<file path="src/include/mtx_pkg.sv">
package mtx_pkg;
  // Clocking: 125 MHz core, 25 MHz nibble clock made by division
  localparam int unsigned CLK_MHZ = 125;
  localparam int unsigned MII_MHZ = 25;
  localparam logic [2:0] DIV_LAST = 3'(CLK_MHZ / MII_MHZ - 1);
  localparam logic [2:0] MCLK_HI = 3'h2;
  localparam logic [2:0] PH_TAKE = 3'h4;
  localparam logic [2:0] PH_RXOUT = 3'h1;

  // Register bus geometry and register numbers
  localparam int unsigned ADDR_W = 5;
  localparam int unsigned DATA_W = 16;
  localparam logic [4:0] REG_CTRL = 5'h10;
  localparam logic [4:0] REG_ADDR = 5'h11;
  localparam logic [4:0] REG_STAT = 5'h12;
  localparam logic [4:0] REG_TXCNT = 5'h13;
  localparam logic [4:0] REG_RXERR = 5'h14;

  // Field positions
  localparam int unsigned CTRL_BYP_BIT = 15;
  localparam int unsigned CTRL_RPT_BIT = 11;
  localparam int unsigned CTRL_FDX_BIT = 8;
  localparam int unsigned ADDR_HI_BIT = 8;
  localparam int unsigned ADDR_LO_BIT = 4;
  localparam int unsigned STAT_TX_BIT = 0;
  localparam int unsigned STAT_RX_BIT = 1;
  localparam int unsigned STAT_ISO_BIT = 2;
  localparam int unsigned STAT_TST_BIT = 3;

  // Reset values
  localparam logic FDX_RST = 1'b0;
  localparam logic [10:0] SCR_SEED = 11'h7FF;
  localparam logic [4:0] ISO_ADDR = 5'h00;

  // Code groups
  localparam logic [4:0] SYM_J = 5'h18;
  localparam logic [4:0] SYM_K = 5'h11;
  localparam logic [4:0] SYM_T = 5'h0D;
  localparam logic [4:0] SYM_R = 5'h07;
  localparam logic [4:0] SYM_I = 5'h1F;
  localparam logic [4:0] SYM_H = 5'h04;
  localparam logic [3:0] PRE_NIB = 4'h5;
  localparam logic [4:0] CODE_TAB [16] = '{
    5'h1E, 5'h09, 5'h14, 5'h15, 5'h0A, 5'h0B, 5'h0E, 5'h0F,
    5'h12, 5'h13, 5'h16, 5'h17, 5'h1A, 5'h1B, 5'h1C, 5'h1D};

  typedef enum logic [3:0] {
    TX_IDLE = 4'h1,
    TX_K = 4'h2,
    TX_DATA = 4'h4,
    TX_R = 4'h8
  } mtx_tx_state_type;

  typedef struct packed {
    logic en;
    logic er;
    logic [3:0] d;
  } mtx_mii_tx_type;

  typedef struct packed {
    logic dv;
    logic er;
    logic [3:0] d;
  } mtx_mii_rx_type;

  typedef struct packed {
    logic wr;
    logic rd;
    logic [ADDR_W-1:0] addr;
    logic [DATA_W-1:0] wdata;
  } mtx_reg_req_type;

  // All pins that cross in from outside, synchronised together
  typedef struct packed {
    logic flt;
    logic tst;
    logic rpt;
    logic byp;
    logic [4:0] addr;
    mtx_mii_tx_type tx;
  } mtx_pin_type;
endpackage

</file>
<file path="src/mtx_mii_phy.sv">
// Design decisions made here: the register offsets and strobed register access.
`timescale 1ns/100ps
// What this block does
// - Address straps latched into register 17 reversed
// - Address zero isolates the MII outputs
// - Float input releases every MII output
// - Test select one enables test mode
// - Nibble taken each clock while enable high
// - Transmit and receive clocks run freely
// - Transmit error yields an invalid symbol
// - Receive nibble presented while data valid
// - Data valid spans frame, excludes end delimiter
// - Receive error flagged for bad symbols
// - Carrier sense follows transmit or receive
// - Repeater or full duplex: receive only
// - 25 MHz nibbles, 125 MHz symbol clock
// - Scrambled serial stream at 125 Msym/s
// - First preamble byte becomes J then K
// - Nibbles 0 to 15 mapped by table
// - End of enable inserts T then R
// - Idle code sent between frames
// - Encoder bypass passes raw symbols
// - Bypass strap latched into control bit 15
module mtx_mii_phy (
  input wire logic sys_clk_i,
  input wire logic srst_i,
  input wire logic strap_addr_bit0_i,
  input wire logic strap_addr_bit1_i,
  input wire logic strap_addr_bit2_i,
  input wire logic strap_addr_bit3_i,
  input wire logic strap_addr_bit4_i,
  input wire logic output_float_ctl_i,
  input wire logic test_select_i,
  input wire logic repeater_select_i,
  input wire logic coding_bypass_strap_i,
  input wire mtx_pkg::mtx_mii_tx_type mii_tx_i,
  input wire logic [4:0] rx_sym_i,
  input wire logic rx_sym_vld_i,
  input wire mtx_pkg::mtx_reg_req_type reg_req_i,
  output logic [15:0] reg_rdata_o,
  output logic tx_clk_o,
  output logic rx_clk_o,
  output mtx_pkg::mtx_mii_rx_type mii_rx_o,
  output logic crs_o,
  output logic mii_oe_o,
  output logic tx_ser_o
);

  typedef struct packed {
    mtx_pkg::mtx_pin_type s0;
    mtx_pkg::mtx_pin_type s1;
    mtx_pkg::mtx_pin_type s2;
    mtx_pkg::mtx_pin_type pin;
    logic [2:0] div;
    logic mclk;
    mtx_pkg::mtx_tx_state_type txs;
    logic [4:0] shf;
    logic [10:0] scr;
    logic ser;
    logic [4:0] lsym;
    logic lstb;
    logic rxf;
    mtx_pkg::mtx_mii_rx_type rxp;
    mtx_pkg::mtx_mii_rx_type rxo;
    logic [4:0] addr;
    logic byp;
    logic rpt;
    logic fdx;
    logic tst;
    logic crs;
    logic oe;
    logic [15:0] txcnt;
    logic [15:0] rxerr;
    logic [15:0] rdata;
  } mtx_state_type;

  mtx_state_type st_ff;
  mtx_state_type nxt_st;
  mtx_pkg::mtx_pin_type pins;
  logic iso;
  logic take;
  logic tx_act;
  logic [4:0] rsym;
  logic rstb;
  logic [4:0] sym;
  logic [4:0] dec;
  logic err_inc;
  logic frm_end;

  // Reverse code lookup; bit 4 of the result marks a data code
  function automatic logic [4:0] dec5b(input logic [4:0] s);
    logic [4:0] r;
    r = 5'h00;
    for (int i = 0; i < 16; i++) begin
      if (mtx_pkg::CODE_TAB[i] == s) begin
        r = {1'b1, 4'(i)};
      end
    end
    return r;
  endfunction

  // Gather the asynchronous pins into one vector
  assign pins = '{flt: output_float_ctl_i, tst: test_select_i,
    rpt: repeater_select_i, byp: coding_bypass_strap_i,
    addr: {strap_addr_bit4_i, strap_addr_bit3_i, strap_addr_bit2_i,
           strap_addr_bit1_i, strap_addr_bit0_i},
    tx: mii_tx_i};

  // Shared decodes
  assign iso = (st_ff.addr == mtx_pkg::ISO_ADDR);
  assign take = (st_ff.div == mtx_pkg::PH_TAKE);
  assign tx_act = (st_ff.txs != mtx_pkg::TX_IDLE) | (st_ff.byp & st_ff.pin.tx.en & ~iso);
  // Test mode loops the encoder output into the decoder
  assign rsym = st_ff.tst ? st_ff.lsym : rx_sym_i;
  assign rstb = st_ff.tst ? st_ff.lstb : rx_sym_vld_i;

  // Next state of the whole block
  always_comb begin
    nxt_st = st_ff;
    sym = mtx_pkg::SYM_I;
    dec = dec5b(rsym);
    err_inc = 1'b0;
    frm_end = 1'b0;
    // Three stages; a bit changes only once stages 2 and 3 agree
    nxt_st.s0 = pins;
    nxt_st.s1 = st_ff.s0;
    nxt_st.s2 = st_ff.s1;
    nxt_st.pin = mtx_pkg::mtx_pin_type'((st_ff.pin & (st_ff.s1 ^ st_ff.s2))
      | (st_ff.s2 & ~(st_ff.s1 ^ st_ff.s2)));
    // Divide by five: free 25 MHz clock for both MII directions
    nxt_st.div = (st_ff.div == mtx_pkg::DIV_LAST) ? 3'h0 : st_ff.div + 3'h1;
    nxt_st.mclk = (nxt_st.div < mtx_pkg::MCLK_HI);
    // Serialiser, bit 4 first, scrambled by an 11-bit LFSR
    nxt_st.ser = st_ff.shf[4] ^ st_ff.scr[10];
    nxt_st.shf = {st_ff.shf[3:0], 1'b0};
    nxt_st.scr = {st_ff.scr[9:0], st_ff.scr[10] ^ st_ff.scr[8]};
    nxt_st.lstb = 1'b0;
    // Nibble taken just before the rising MII clock edge
    if (take) begin
      case (st_ff.txs)
        mtx_pkg::TX_IDLE: begin
          if (st_ff.byp) begin
            // Raw five bits: error flag on top of the nibble
            if (st_ff.pin.tx.en && !iso) begin
              sym = {st_ff.pin.tx.er, st_ff.pin.tx.d};
            end
          end else if (st_ff.pin.tx.en && !iso) begin
            sym = mtx_pkg::SYM_J;
            nxt_st.txs = mtx_pkg::TX_K;
          end
        end
        mtx_pkg::TX_K: begin
          if (st_ff.pin.tx.en && !iso) begin
            sym = mtx_pkg::SYM_K;
            nxt_st.txs = mtx_pkg::TX_DATA;
          end else begin
            sym = mtx_pkg::SYM_T;
            nxt_st.txs = mtx_pkg::TX_R;
          end
        end
        mtx_pkg::TX_DATA: begin
          if (st_ff.pin.tx.en && !iso) begin
            if (st_ff.pin.tx.er) begin
              sym = mtx_pkg::SYM_H;
            end else begin
              sym = mtx_pkg::CODE_TAB[st_ff.pin.tx.d];
            end
          end else begin
            sym = mtx_pkg::SYM_T;
            nxt_st.txs = mtx_pkg::TX_R;
          end
        end
        mtx_pkg::TX_R: begin
          sym = mtx_pkg::SYM_R;
          frm_end = 1'b1;
          nxt_st.txs = mtx_pkg::TX_IDLE;
        end
        default: begin
          nxt_st.txs = mtx_pkg::TX_IDLE;
        end
      endcase
      // Idle fills every slot not claimed above
      nxt_st.shf = sym;
      nxt_st.lsym = sym;
      nxt_st.lstb = 1'b1;
    end
    // Receive: one code group per slot from the line decoder
    if (rstb) begin
      if (!st_ff.rxf) begin
        if (rsym == mtx_pkg::SYM_J) begin
          // J stands in for preamble, so valid covers the delimiter
          nxt_st.rxf = 1'b1;
          nxt_st.rxp = '{dv: 1'b1, er: 1'b0, d: mtx_pkg::PRE_NIB};
        end else begin
          nxt_st.rxp = '{dv: 1'b0, er: 1'b0, d: 4'h0};
        end
      end else if (rsym == mtx_pkg::SYM_T) begin
        // End delimiter never shows under valid
        nxt_st.rxf = 1'b0;
        nxt_st.rxp = '{dv: 1'b0, er: 1'b0, d: 4'h0};
      end else if (rsym == mtx_pkg::SYM_I) begin
        // Idle inside a frame: premature end, flag it
        nxt_st.rxf = 1'b0;
        nxt_st.rxp = '{dv: 1'b1, er: 1'b1, d: 4'h0};
        err_inc = 1'b1;
      end else if (rsym == mtx_pkg::SYM_K) begin
        nxt_st.rxp = '{dv: 1'b1, er: 1'b0, d: mtx_pkg::PRE_NIB};
      end else begin
        nxt_st.rxp = '{dv: 1'b1, er: ~dec[4], d: dec[3:0]};
        err_inc = ~dec[4];
      end
    end
    // Drive receive pins on the falling MII clock edge
    if (st_ff.div == mtx_pkg::PH_RXOUT) begin
      nxt_st.rxo = st_ff.rxp;
    end
    // Carrier sense; repeater or full duplex hide own transmit
    nxt_st.crs = st_ff.rxf | (tx_act & ~(st_ff.rpt | st_ff.fdx));
    nxt_st.oe = ~st_ff.pin.flt & ~iso;
    nxt_st.tst = st_ff.pin.tst;
    // Counters; an event in the read cycle is kept, not lost
    nxt_st.txcnt = ((reg_req_i.rd && reg_req_i.addr == mtx_pkg::REG_TXCNT) ? 16'h0000 : st_ff.txcnt)
      + {15'h0000, frm_end};
    nxt_st.rxerr = ((reg_req_i.rd && reg_req_i.addr == mtx_pkg::REG_RXERR) ? 16'h0000 : st_ff.rxerr)
      + {15'h0000, err_inc};
    // Register reads, data one cycle later; unmapped read zero
    nxt_st.rdata = 16'h0000;
    if (reg_req_i.rd) begin
      case (reg_req_i.addr)
        mtx_pkg::REG_CTRL: begin
          nxt_st.rdata[mtx_pkg::CTRL_BYP_BIT] = st_ff.byp;
          nxt_st.rdata[mtx_pkg::CTRL_RPT_BIT] = st_ff.rpt;
          nxt_st.rdata[mtx_pkg::CTRL_FDX_BIT] = st_ff.fdx;
        end
        mtx_pkg::REG_ADDR: begin
          // Bit order flipped: address bit 0 sits highest
          nxt_st.rdata[mtx_pkg::ADDR_HI_BIT:mtx_pkg::ADDR_LO_BIT] =
            {st_ff.addr[0], st_ff.addr[1], st_ff.addr[2], st_ff.addr[3], st_ff.addr[4]};
        end
        mtx_pkg::REG_STAT: begin
          nxt_st.rdata[mtx_pkg::STAT_TX_BIT] = tx_act;
          nxt_st.rdata[mtx_pkg::STAT_RX_BIT] = st_ff.rxf;
          nxt_st.rdata[mtx_pkg::STAT_ISO_BIT] = iso;
          nxt_st.rdata[mtx_pkg::STAT_TST_BIT] = st_ff.tst;
        end
        mtx_pkg::REG_TXCNT: begin
          nxt_st.rdata = st_ff.txcnt;
        end
        mtx_pkg::REG_RXERR: begin
          nxt_st.rdata = st_ff.rxerr;
        end
        default: begin
          nxt_st.rdata = 16'h0000;
        end
      endcase
    end
    // Control writes; address register is strap-only
    if (reg_req_i.wr && reg_req_i.addr == mtx_pkg::REG_CTRL) begin
      nxt_st.byp = reg_req_i.wdata[mtx_pkg::CTRL_BYP_BIT];
      nxt_st.rpt = reg_req_i.wdata[mtx_pkg::CTRL_RPT_BIT];
      nxt_st.fdx = reg_req_i.wdata[mtx_pkg::CTRL_FDX_BIT];
    end
    // Reset: synchronisers keep running so straps are settled
    if (srst_i) begin
      // Start at the last phase so the first clock high is full length
      nxt_st.div = mtx_pkg::DIV_LAST;
      nxt_st.mclk = 1'b0;
      nxt_st.txs = mtx_pkg::TX_IDLE;
      nxt_st.shf = mtx_pkg::SYM_I;
      nxt_st.scr = mtx_pkg::SCR_SEED;
      nxt_st.ser = 1'b0;
      nxt_st.lsym = mtx_pkg::SYM_I;
      nxt_st.lstb = 1'b0;
      nxt_st.rxf = 1'b0;
      nxt_st.rxp = '0;
      nxt_st.rxo = '0;
      nxt_st.addr = st_ff.pin.addr;
      nxt_st.byp = st_ff.pin.byp;
      nxt_st.rpt = st_ff.pin.rpt;
      nxt_st.fdx = mtx_pkg::FDX_RST;
      nxt_st.tst = 1'b0;
      nxt_st.crs = 1'b0;
      nxt_st.oe = 1'b0;
      nxt_st.txcnt = 16'h0000;
      nxt_st.rxerr = 16'h0000;
      nxt_st.rdata = 16'h0000;
    end
  end

  // One register stage for all state
  always_ff @(posedge sys_clk_i) begin
    st_ff <= nxt_st;
  end

  // Outputs all straight from flip-flops
  assign reg_rdata_o = st_ff.rdata;
  assign tx_clk_o = st_ff.mclk;
  assign rx_clk_o = st_ff.mclk;
  assign mii_rx_o = st_ff.rxo;
  assign crs_o = st_ff.crs;
  assign mii_oe_o = st_ff.oe;
  assign tx_ser_o = st_ff.ser;
endmodule

</file>
<file path="config.mk">
export PLATFORM = sky130hd
export DESIGN_NAME = mtx_mii_phy
export DESIGN_NICKNAME = d
export VERILOG_FILES = /design/src/include/mtx_pkg.sv /design/src/mtx_mii_phy.sv
export SDC_FILE = /design/constraint.sdc
export NUM_CORES = 1
export LEC_CHECK = 0
export ABC_AREA = 1
export BUFFER_PORTS_ARGS = -buffer_cell sky130_fd_sc_hd__buf_2
export CAP_MARGIN = 20
export CORE_MARGIN = 5
export CORE_UTILIZATION = 40
export CTS_BUF_LIST = sky130_fd_sc_hd__clkbuf_4 sky130_fd_sc_hd__clkbuf_8
export DETAILED_ROUTE_END_ITERATION = 7
export SLEW_MARGIN = 10
export SYNTH_ARGS = -nofsm -noshare
export SYNTH_HDL_FRONTEND = slang
export SYNTH_SLANG_ARGS = --single-unit
</file>
<file path="constraint.sdc">
create_clock -name sys_clk_i -period 5.8 [get_ports sys_clk_i]
set_clock_uncertainty 0.2 [all_clocks]
set_input_delay 0.29 -clock sys_clk_i [delete_from_list [all_inputs] [get_ports sys_clk_i]]
set_output_delay 0.29 -clock sys_clk_i [all_outputs]
set_load 0.02 [all_outputs]
</file>
# After elaboration in Yosys (flattened, before gate mapping)

Memories as Yosys holds them, arrays and structs flattened.
Index checks and enable logic that the tools add are counted.

Bits in registers: 163
Memory bits (read-only): 80
Bits of input ports: 46
Output and inout port bits: 27
Logic and storage cells: 188
Memories kept: 1

$add $sub $neg: 3
Order comparisons: 2
Equality and inequality tests: 35
Mux-type cells: 61
Bitwise logic cells: 20
Reduce and logical (&&, ||, !) cells: 9

Memories:

| name            | words | width | rd ports | clocked after memory_dff | wr ports | line               | RTL |
|---|---|---|---|---|---|---|---|
| (no name shown) | 16    | 5     | 1        | 0                        | 0        | mtx_mii_phy.sv:166 | `sym = mtx_pkg::CODE_TAB[st_ff.pin.tx.d];` |

Operators with widths:

| operator                                                  | number |
|---|---|
| 2-to-1 mux 5 bit                                          | 27 |
| equality test 5 bit (first input constant)                | 11 |
| 2-to-1 mux 54 bit                                         | 1 |
| 2-to-1 mux 16 bit                                         | 3 |
| equality test 5 bit (second input constant)               | 8 |
| one-hot mux 4 bit (3 select lines)                        | 3 |
| adder 16 x 1 -> 16 bit                                    | 2 |
| bitwise AND 15 bit                                        | 2 |
| equality test 4 x 5 -> 1 bit (first input constant)       | 5 |
| one-hot mux 5 bit (4 select lines)                        | 1 |
| 2-to-1 mux 4 bit                                          | 4 |
| inverter 15 bit                                           | 1 |
| OR 15 bit                                                 | 1 |
| bitwise XOR 15 bit                                        | 1 |
| 2-to-1 mux 7 bit                                          | 2 |
| 2-to-1 mux 1 bit                                          | 11 |
| 2-to-1 mux 3 bit                                          | 3 |
| 2-to-1 mux 6 bit                                          | 1 |
| != test 2 bit (second input constant)                     | 3 |
| one-hot mux 1 bit (3 select lines)                        | 2 |
| one-hot mux 3 bit (2 select lines)                        | 1 |
| equality test 5 x 4 -> 1 bit (second input constant)      | 1 |
| greater-or-equal comparator 5 bit (second input constant) | 1 |
| logical NOT 5 bit                                         | 1 |
| 21 further kinds                                          | 34 |

# Logic depth before layout (Yosys ltp)

Depth in word-level cells: 26
Mapped depth: 19
Gate-level depth less buffers: 19

# Worst setup path before layout

No wires, ideal clock.

Path type: register to register
Start: register st_ff[50] (netlist bit)
End: register st_ff[26] (netlist bit)
Arrival: 2.058 ns
Data required time: 5.466 ns
Setup slack: 3.408 ns
Cell stages (with the launch flop): 18
Path buffers: 0
Path through: dfxtp_1 > inv_2 > nand2_1 > nand2_2 > inv_2 > nor2_1 > nand2_2 > nand2_1 > nor3_1 > nand3_1 > inv_1 > ha_1 > ha_1 > nand3_1 > inv_1 > nand2_1 > o21ai_0 > a21oi_1

Cells in the longest elaborated chain, start to end: 25

RTL lines:

| element                         | line               | RTL |
|---|---|---|
| start, declared                 | mtx_mii_phy.sv:77  | `mtx_state_type st_ff;` |
| start signal, assigned          | mtx_mii_phy.sv:292 | `st_ff <= nxt_st;` |
| 2-to-1 mux 5 bit                | mtx_mii_phy.sv:114 | `assign rsym = st_ff.tst ? st_ff.lsym : rx_sym_i;` |
| equality test 5 bit             | mtx_mii_phy.sv:95  | `if (mtx_pkg::CODE_TAB[i] == s) begin` |
| 2-to-1 mux 5 bit (16 in series) | mtx_mii_phy.sv:95  |  |
| inverter 1 bit                  | mtx_mii_phy.sv:210 | `err_inc = ~dec[4];` |
| 2-to-1 mux 1 bit                | mtx_mii_phy.sv:206 | `end else if (rsym == mtx_pkg::SYM_K) begin` |
| 2-to-1 mux 1 bit                | mtx_mii_phy.sv:201 | `end else if (rsym == mtx_pkg::SYM_I) begin` |
| 2-to-1 mux 1 bit                | mtx_mii_phy.sv:197 | `end else if (rsym == mtx_pkg::SYM_T) begin` |
| 2-to-1 mux 1 bit                | mtx_mii_phy.sv:189 | `if (!st_ff.rxf) begin` |
| 2-to-1 mux 1 bit *              | mtx_mii_phy.sv:188 | `if (rstb) begin` |
| adder 16 x 1 -> 16 bit *        | mtx_mii_phy.sv:225 | `+ {15'h0000, err_inc};` |

Mark *: on every way between the ends. The rest lies on a longest branch, timed or not.
A chain may end at the register's enable or synchronous reset.

# Final worst setup path

Start: register st_ff[50] (netlist bit)
End: register st_ff[30] (netlist bit)

The elaborated chain is that of the path after synthesis.

==> reports/results.ini <==
[power_and_ir_drop]
swShare=0.3039
p_int_mw=1.671
ir_drop_v=0.0001795
leakage_nw=3.210
power_density_mw_per_mm2=320.3
pwr-share-seq=0.529
p_sw_mw=0.7295
clkPwrFrac=0.333
comb_power_share=0.138
total_power_mw=2.401

[floorplan]
fp.dieW_um=138.3
coreArea_mm2=0.01635
die_h_um=138.3
initial_utilization=0.4026
rows=47
die_area_mm2=0.01912
ios=73

[cts]
htree_num_levels=4
cts_buffer_depth=2
cts_resized=0
cts.sinks=163
root_buffer=clkbuf_8
post_cts_buffers=0
clk_pin_slew_ns=0.10
cts_buffers=17
clk_latency_ns=0.44
cts_tree=built

[routing]
via_per_inst=4.582
vias=4949
drtAntennaViolNets=0
drt_pass1_iterations=5
routedWlPerCell_um=11.87
drc=0
wl_um=12820
detailedRoute.firstIterationViolations=332

[worst_hold_path]
min-delay-start=rx_sym_vld_i
min_path_cells=4
worstHoldEndpoint=st_ff[70]$_SDFFE_PP0P_
hp-class=input port to flop

[yosys]
yosysTopAreaCell=dfxtp_1
synth-seq-cells=163
synth_edf_count=22
synth_async_sr_flop_share=0
avgSynthCellArea_um2=8.385
syn-cell-area_mm2=0.006583
syn-num-nets=839
synth_top_area_frac=0.4288
yosysUniqueCellTypes=46
ys.flop_type=dfxtp_1
ys_warn_count=0
ys_seq_area_frac=0.5292
syn_inst=785
synth_area_leaders=dfxtp_1 (43%), edfxtp_1 (10%), nand2_1 (9.1%)

[sta]
max_freq_mhz=352.9
worstMarginPinSlew_ns=0.9252
finalHoldViolCount=0
fin_ws_ns=2.967
setup_violations=0
slew_viol_final=0
whs_ns=0.02553
finalCriticalPeriod_ns=2.833
maxSlewHeadroom=0.3775
tns_ns=0
rsz0062_at_grt=false
fin_crit_sh=0.4885

[global_routing]
grt_usage=0.1396
grt_antenna_before_repair=0
grt_max_degree=52
globalRoute.totalOverflow=0
grt_pass1_vias=4645
grt_pass1_wl_um=22180

[critical_path]
reg2reg_from=st_ff[50]$_SDFF_PP0_
startpoint_type=flop
r2r_end=st_ff[30]$_SDFF_PP0_
r2r_cells=18
worst-endpoint-required_ns=5.91
end_kind=flop
r2r_slack_ns=2.97
arrival_ns=2.95
critPathKind=flop to flop
crit_path_max_fanout=7

[placement]
pre_cts_ws_ns=2.963
hpwl_um=9255
place.gp.congestion=0.8751
place_area_mm2=0.006920
port_buffers=59

[finish]
fillers=1708
final_common_cell=nand2_1
final_cell_mix=nand2_1 (159), dfxtp_1 (141), inv_1 (96), nor2_1 (76), buf_2 (59)
area_growth_pct=13.86
final_area_mm2=0.007495
antenna_cells=0
fin_nets=901
drive_above_1_share=0.1616

[flow_run]
max_cap_violations=0

[run_status]
status=completed

==> cell usage after synthesis, drive strengths merged (4+ instances only) <==
cell / count
nand2: 168
dfxtp: 141
inv: 103
nor2: 89
a21oi: 52
nand3: 44
o21ai: 41
buf: 29
edfxtp: 22
xnor2: 18
nand4: 15
or2: 10
nor3: 9
ha: 8
clkbuf: 7
nand3b: 4
==> sequential cells by signal, indices dropped and copies added, names as in the netlist, named ones only <==
name	flops
rx_clk_o	1
nxt_st	30
st_ff	92
mii_oe_o	1
tx_ser_o	1
crs_o	1
reg_rdata_o	16
mii_rx_o	6
==> critical path, cell delays in order, from the launching register on <==
cell     delay, ns
dfxtp_1       0.38
inv_2         0.13
nand2_1       0.07
nand2_1       0.14
inv_1         0.07
nand2_1       0.07
inv_2         0.06
nand2_2       0.08
nand2_1       0.07
nor3_1        0.23
nand3_1       0.13
inv_1         0.10
ha_1          0.15
ha_1          0.18
nand3_1       0.15
nor2_1        0.26
nand3_1       0.12
nand2_1       0.07
a21oi_1       0.05
==> power by group through the flow <==
stage | clock network, mW | registers (mW) | logic (mW)
after floorplan | 0 | 1.29 | 0.244
after global placement | 0 | 1.29 | 0.322
after detailed placement | 0 | 1.30 | 0.323
after CTS | 0.835 | 1.27 | 0.334
after global routing | 0.885 | 1.28 | 0.381
final | 0.800 | 1.27 | 0.332
==> what timing repair did <==
action                                 4_1_cts  5_1_grt
endpoints found under the hold margin       17        0
setup endpoints to repair                    0        0
hold buffers                                18        0
==> worst max-delay path by stage <==
stage,from,endpoint,depth (start not counted)
4_1_cts,st_ff[50]$_SDFF_PP0_,st_ff[30]$_SDFF_PP0_,18
3_3_place_gp,st_ff[50]$_SDFF_PP0_,st_ff[30]$_SDFF_PP0_,17
3_5_place_dp,st_ff[50]$_SDFF_PP0_,st_ff[30]$_SDFF_PP0_,18
5_1_grt,st_ff[50]$_SDFF_PP0_,st_ff[30]$_SDFF_PP0_,17
6_report,st_ff[50]$_SDFF_PP0_,st_ff[30]$_SDFF_PP0_,18
2_1_floorplan,st_ff[50]$_SDFF_PP0_,st_ff[26]$_SDFF_PP0_,17
==> stage by stage <==
| stage | utilization | instances |
|---|---|---|
| 3_5_place_dp | 0.4233 | 1030 |
| 4_1_cts | 0.4584 | 1080 |
| 5_1_grt | 0.4584 | 1080 |
| 6_report | 0.4584 | 1080 |
| 2_1_floorplan | - | 785 |
| 3_3_place_gp | 0.4233 | 1030 |
==> per-layer routing <==
| metal | global-route usage | up-vias | share of wire |
|---|---|---|---|
| met4 | 0.04472 | 0 | 0.011 |
| met1 | 0.1930 | 2211 | 0.50 |
| met3 | 0.03557 | 12 | 0.043 |
| met5 | 0 | - | 0 |
| li1 | - | 2631 | - |
| met2 | 0.2151 | 95 | 0.44 |
==> cells by family (layout without fill, tap and decap cells) <==
group                      Yosys count  in the layout  share of synthesized area
DFF                                163            163                     0.5292
buffers and inverters              140            215                    0.09694
and+or+nand+nor                    342            342                     0.2391
xor gates and xnor gates            18             18                    0.02395
adders and majority gates            8              8                    0.01521
AOI/OAI and AO/OA                  114            114                    0.09561
==> cell type report <==
type / count / area (um2) / share of cell area
flip-flops and latches: 163 / 3483 / 0.4648
multi-input cells: 482 / 2461 / 0.3284
repair buffers: 79 / 490.5 / 0.06544
inverters: 104 / 390.4 / 0.05209
well taps: 220 / 275.3 / 0.03673
clock buffers: 17 / 234.0 / 0.03122
clock inverters: 15 / 160.2 / 0.02137
No activity file was read; power rests on OpenSTA's default activity.
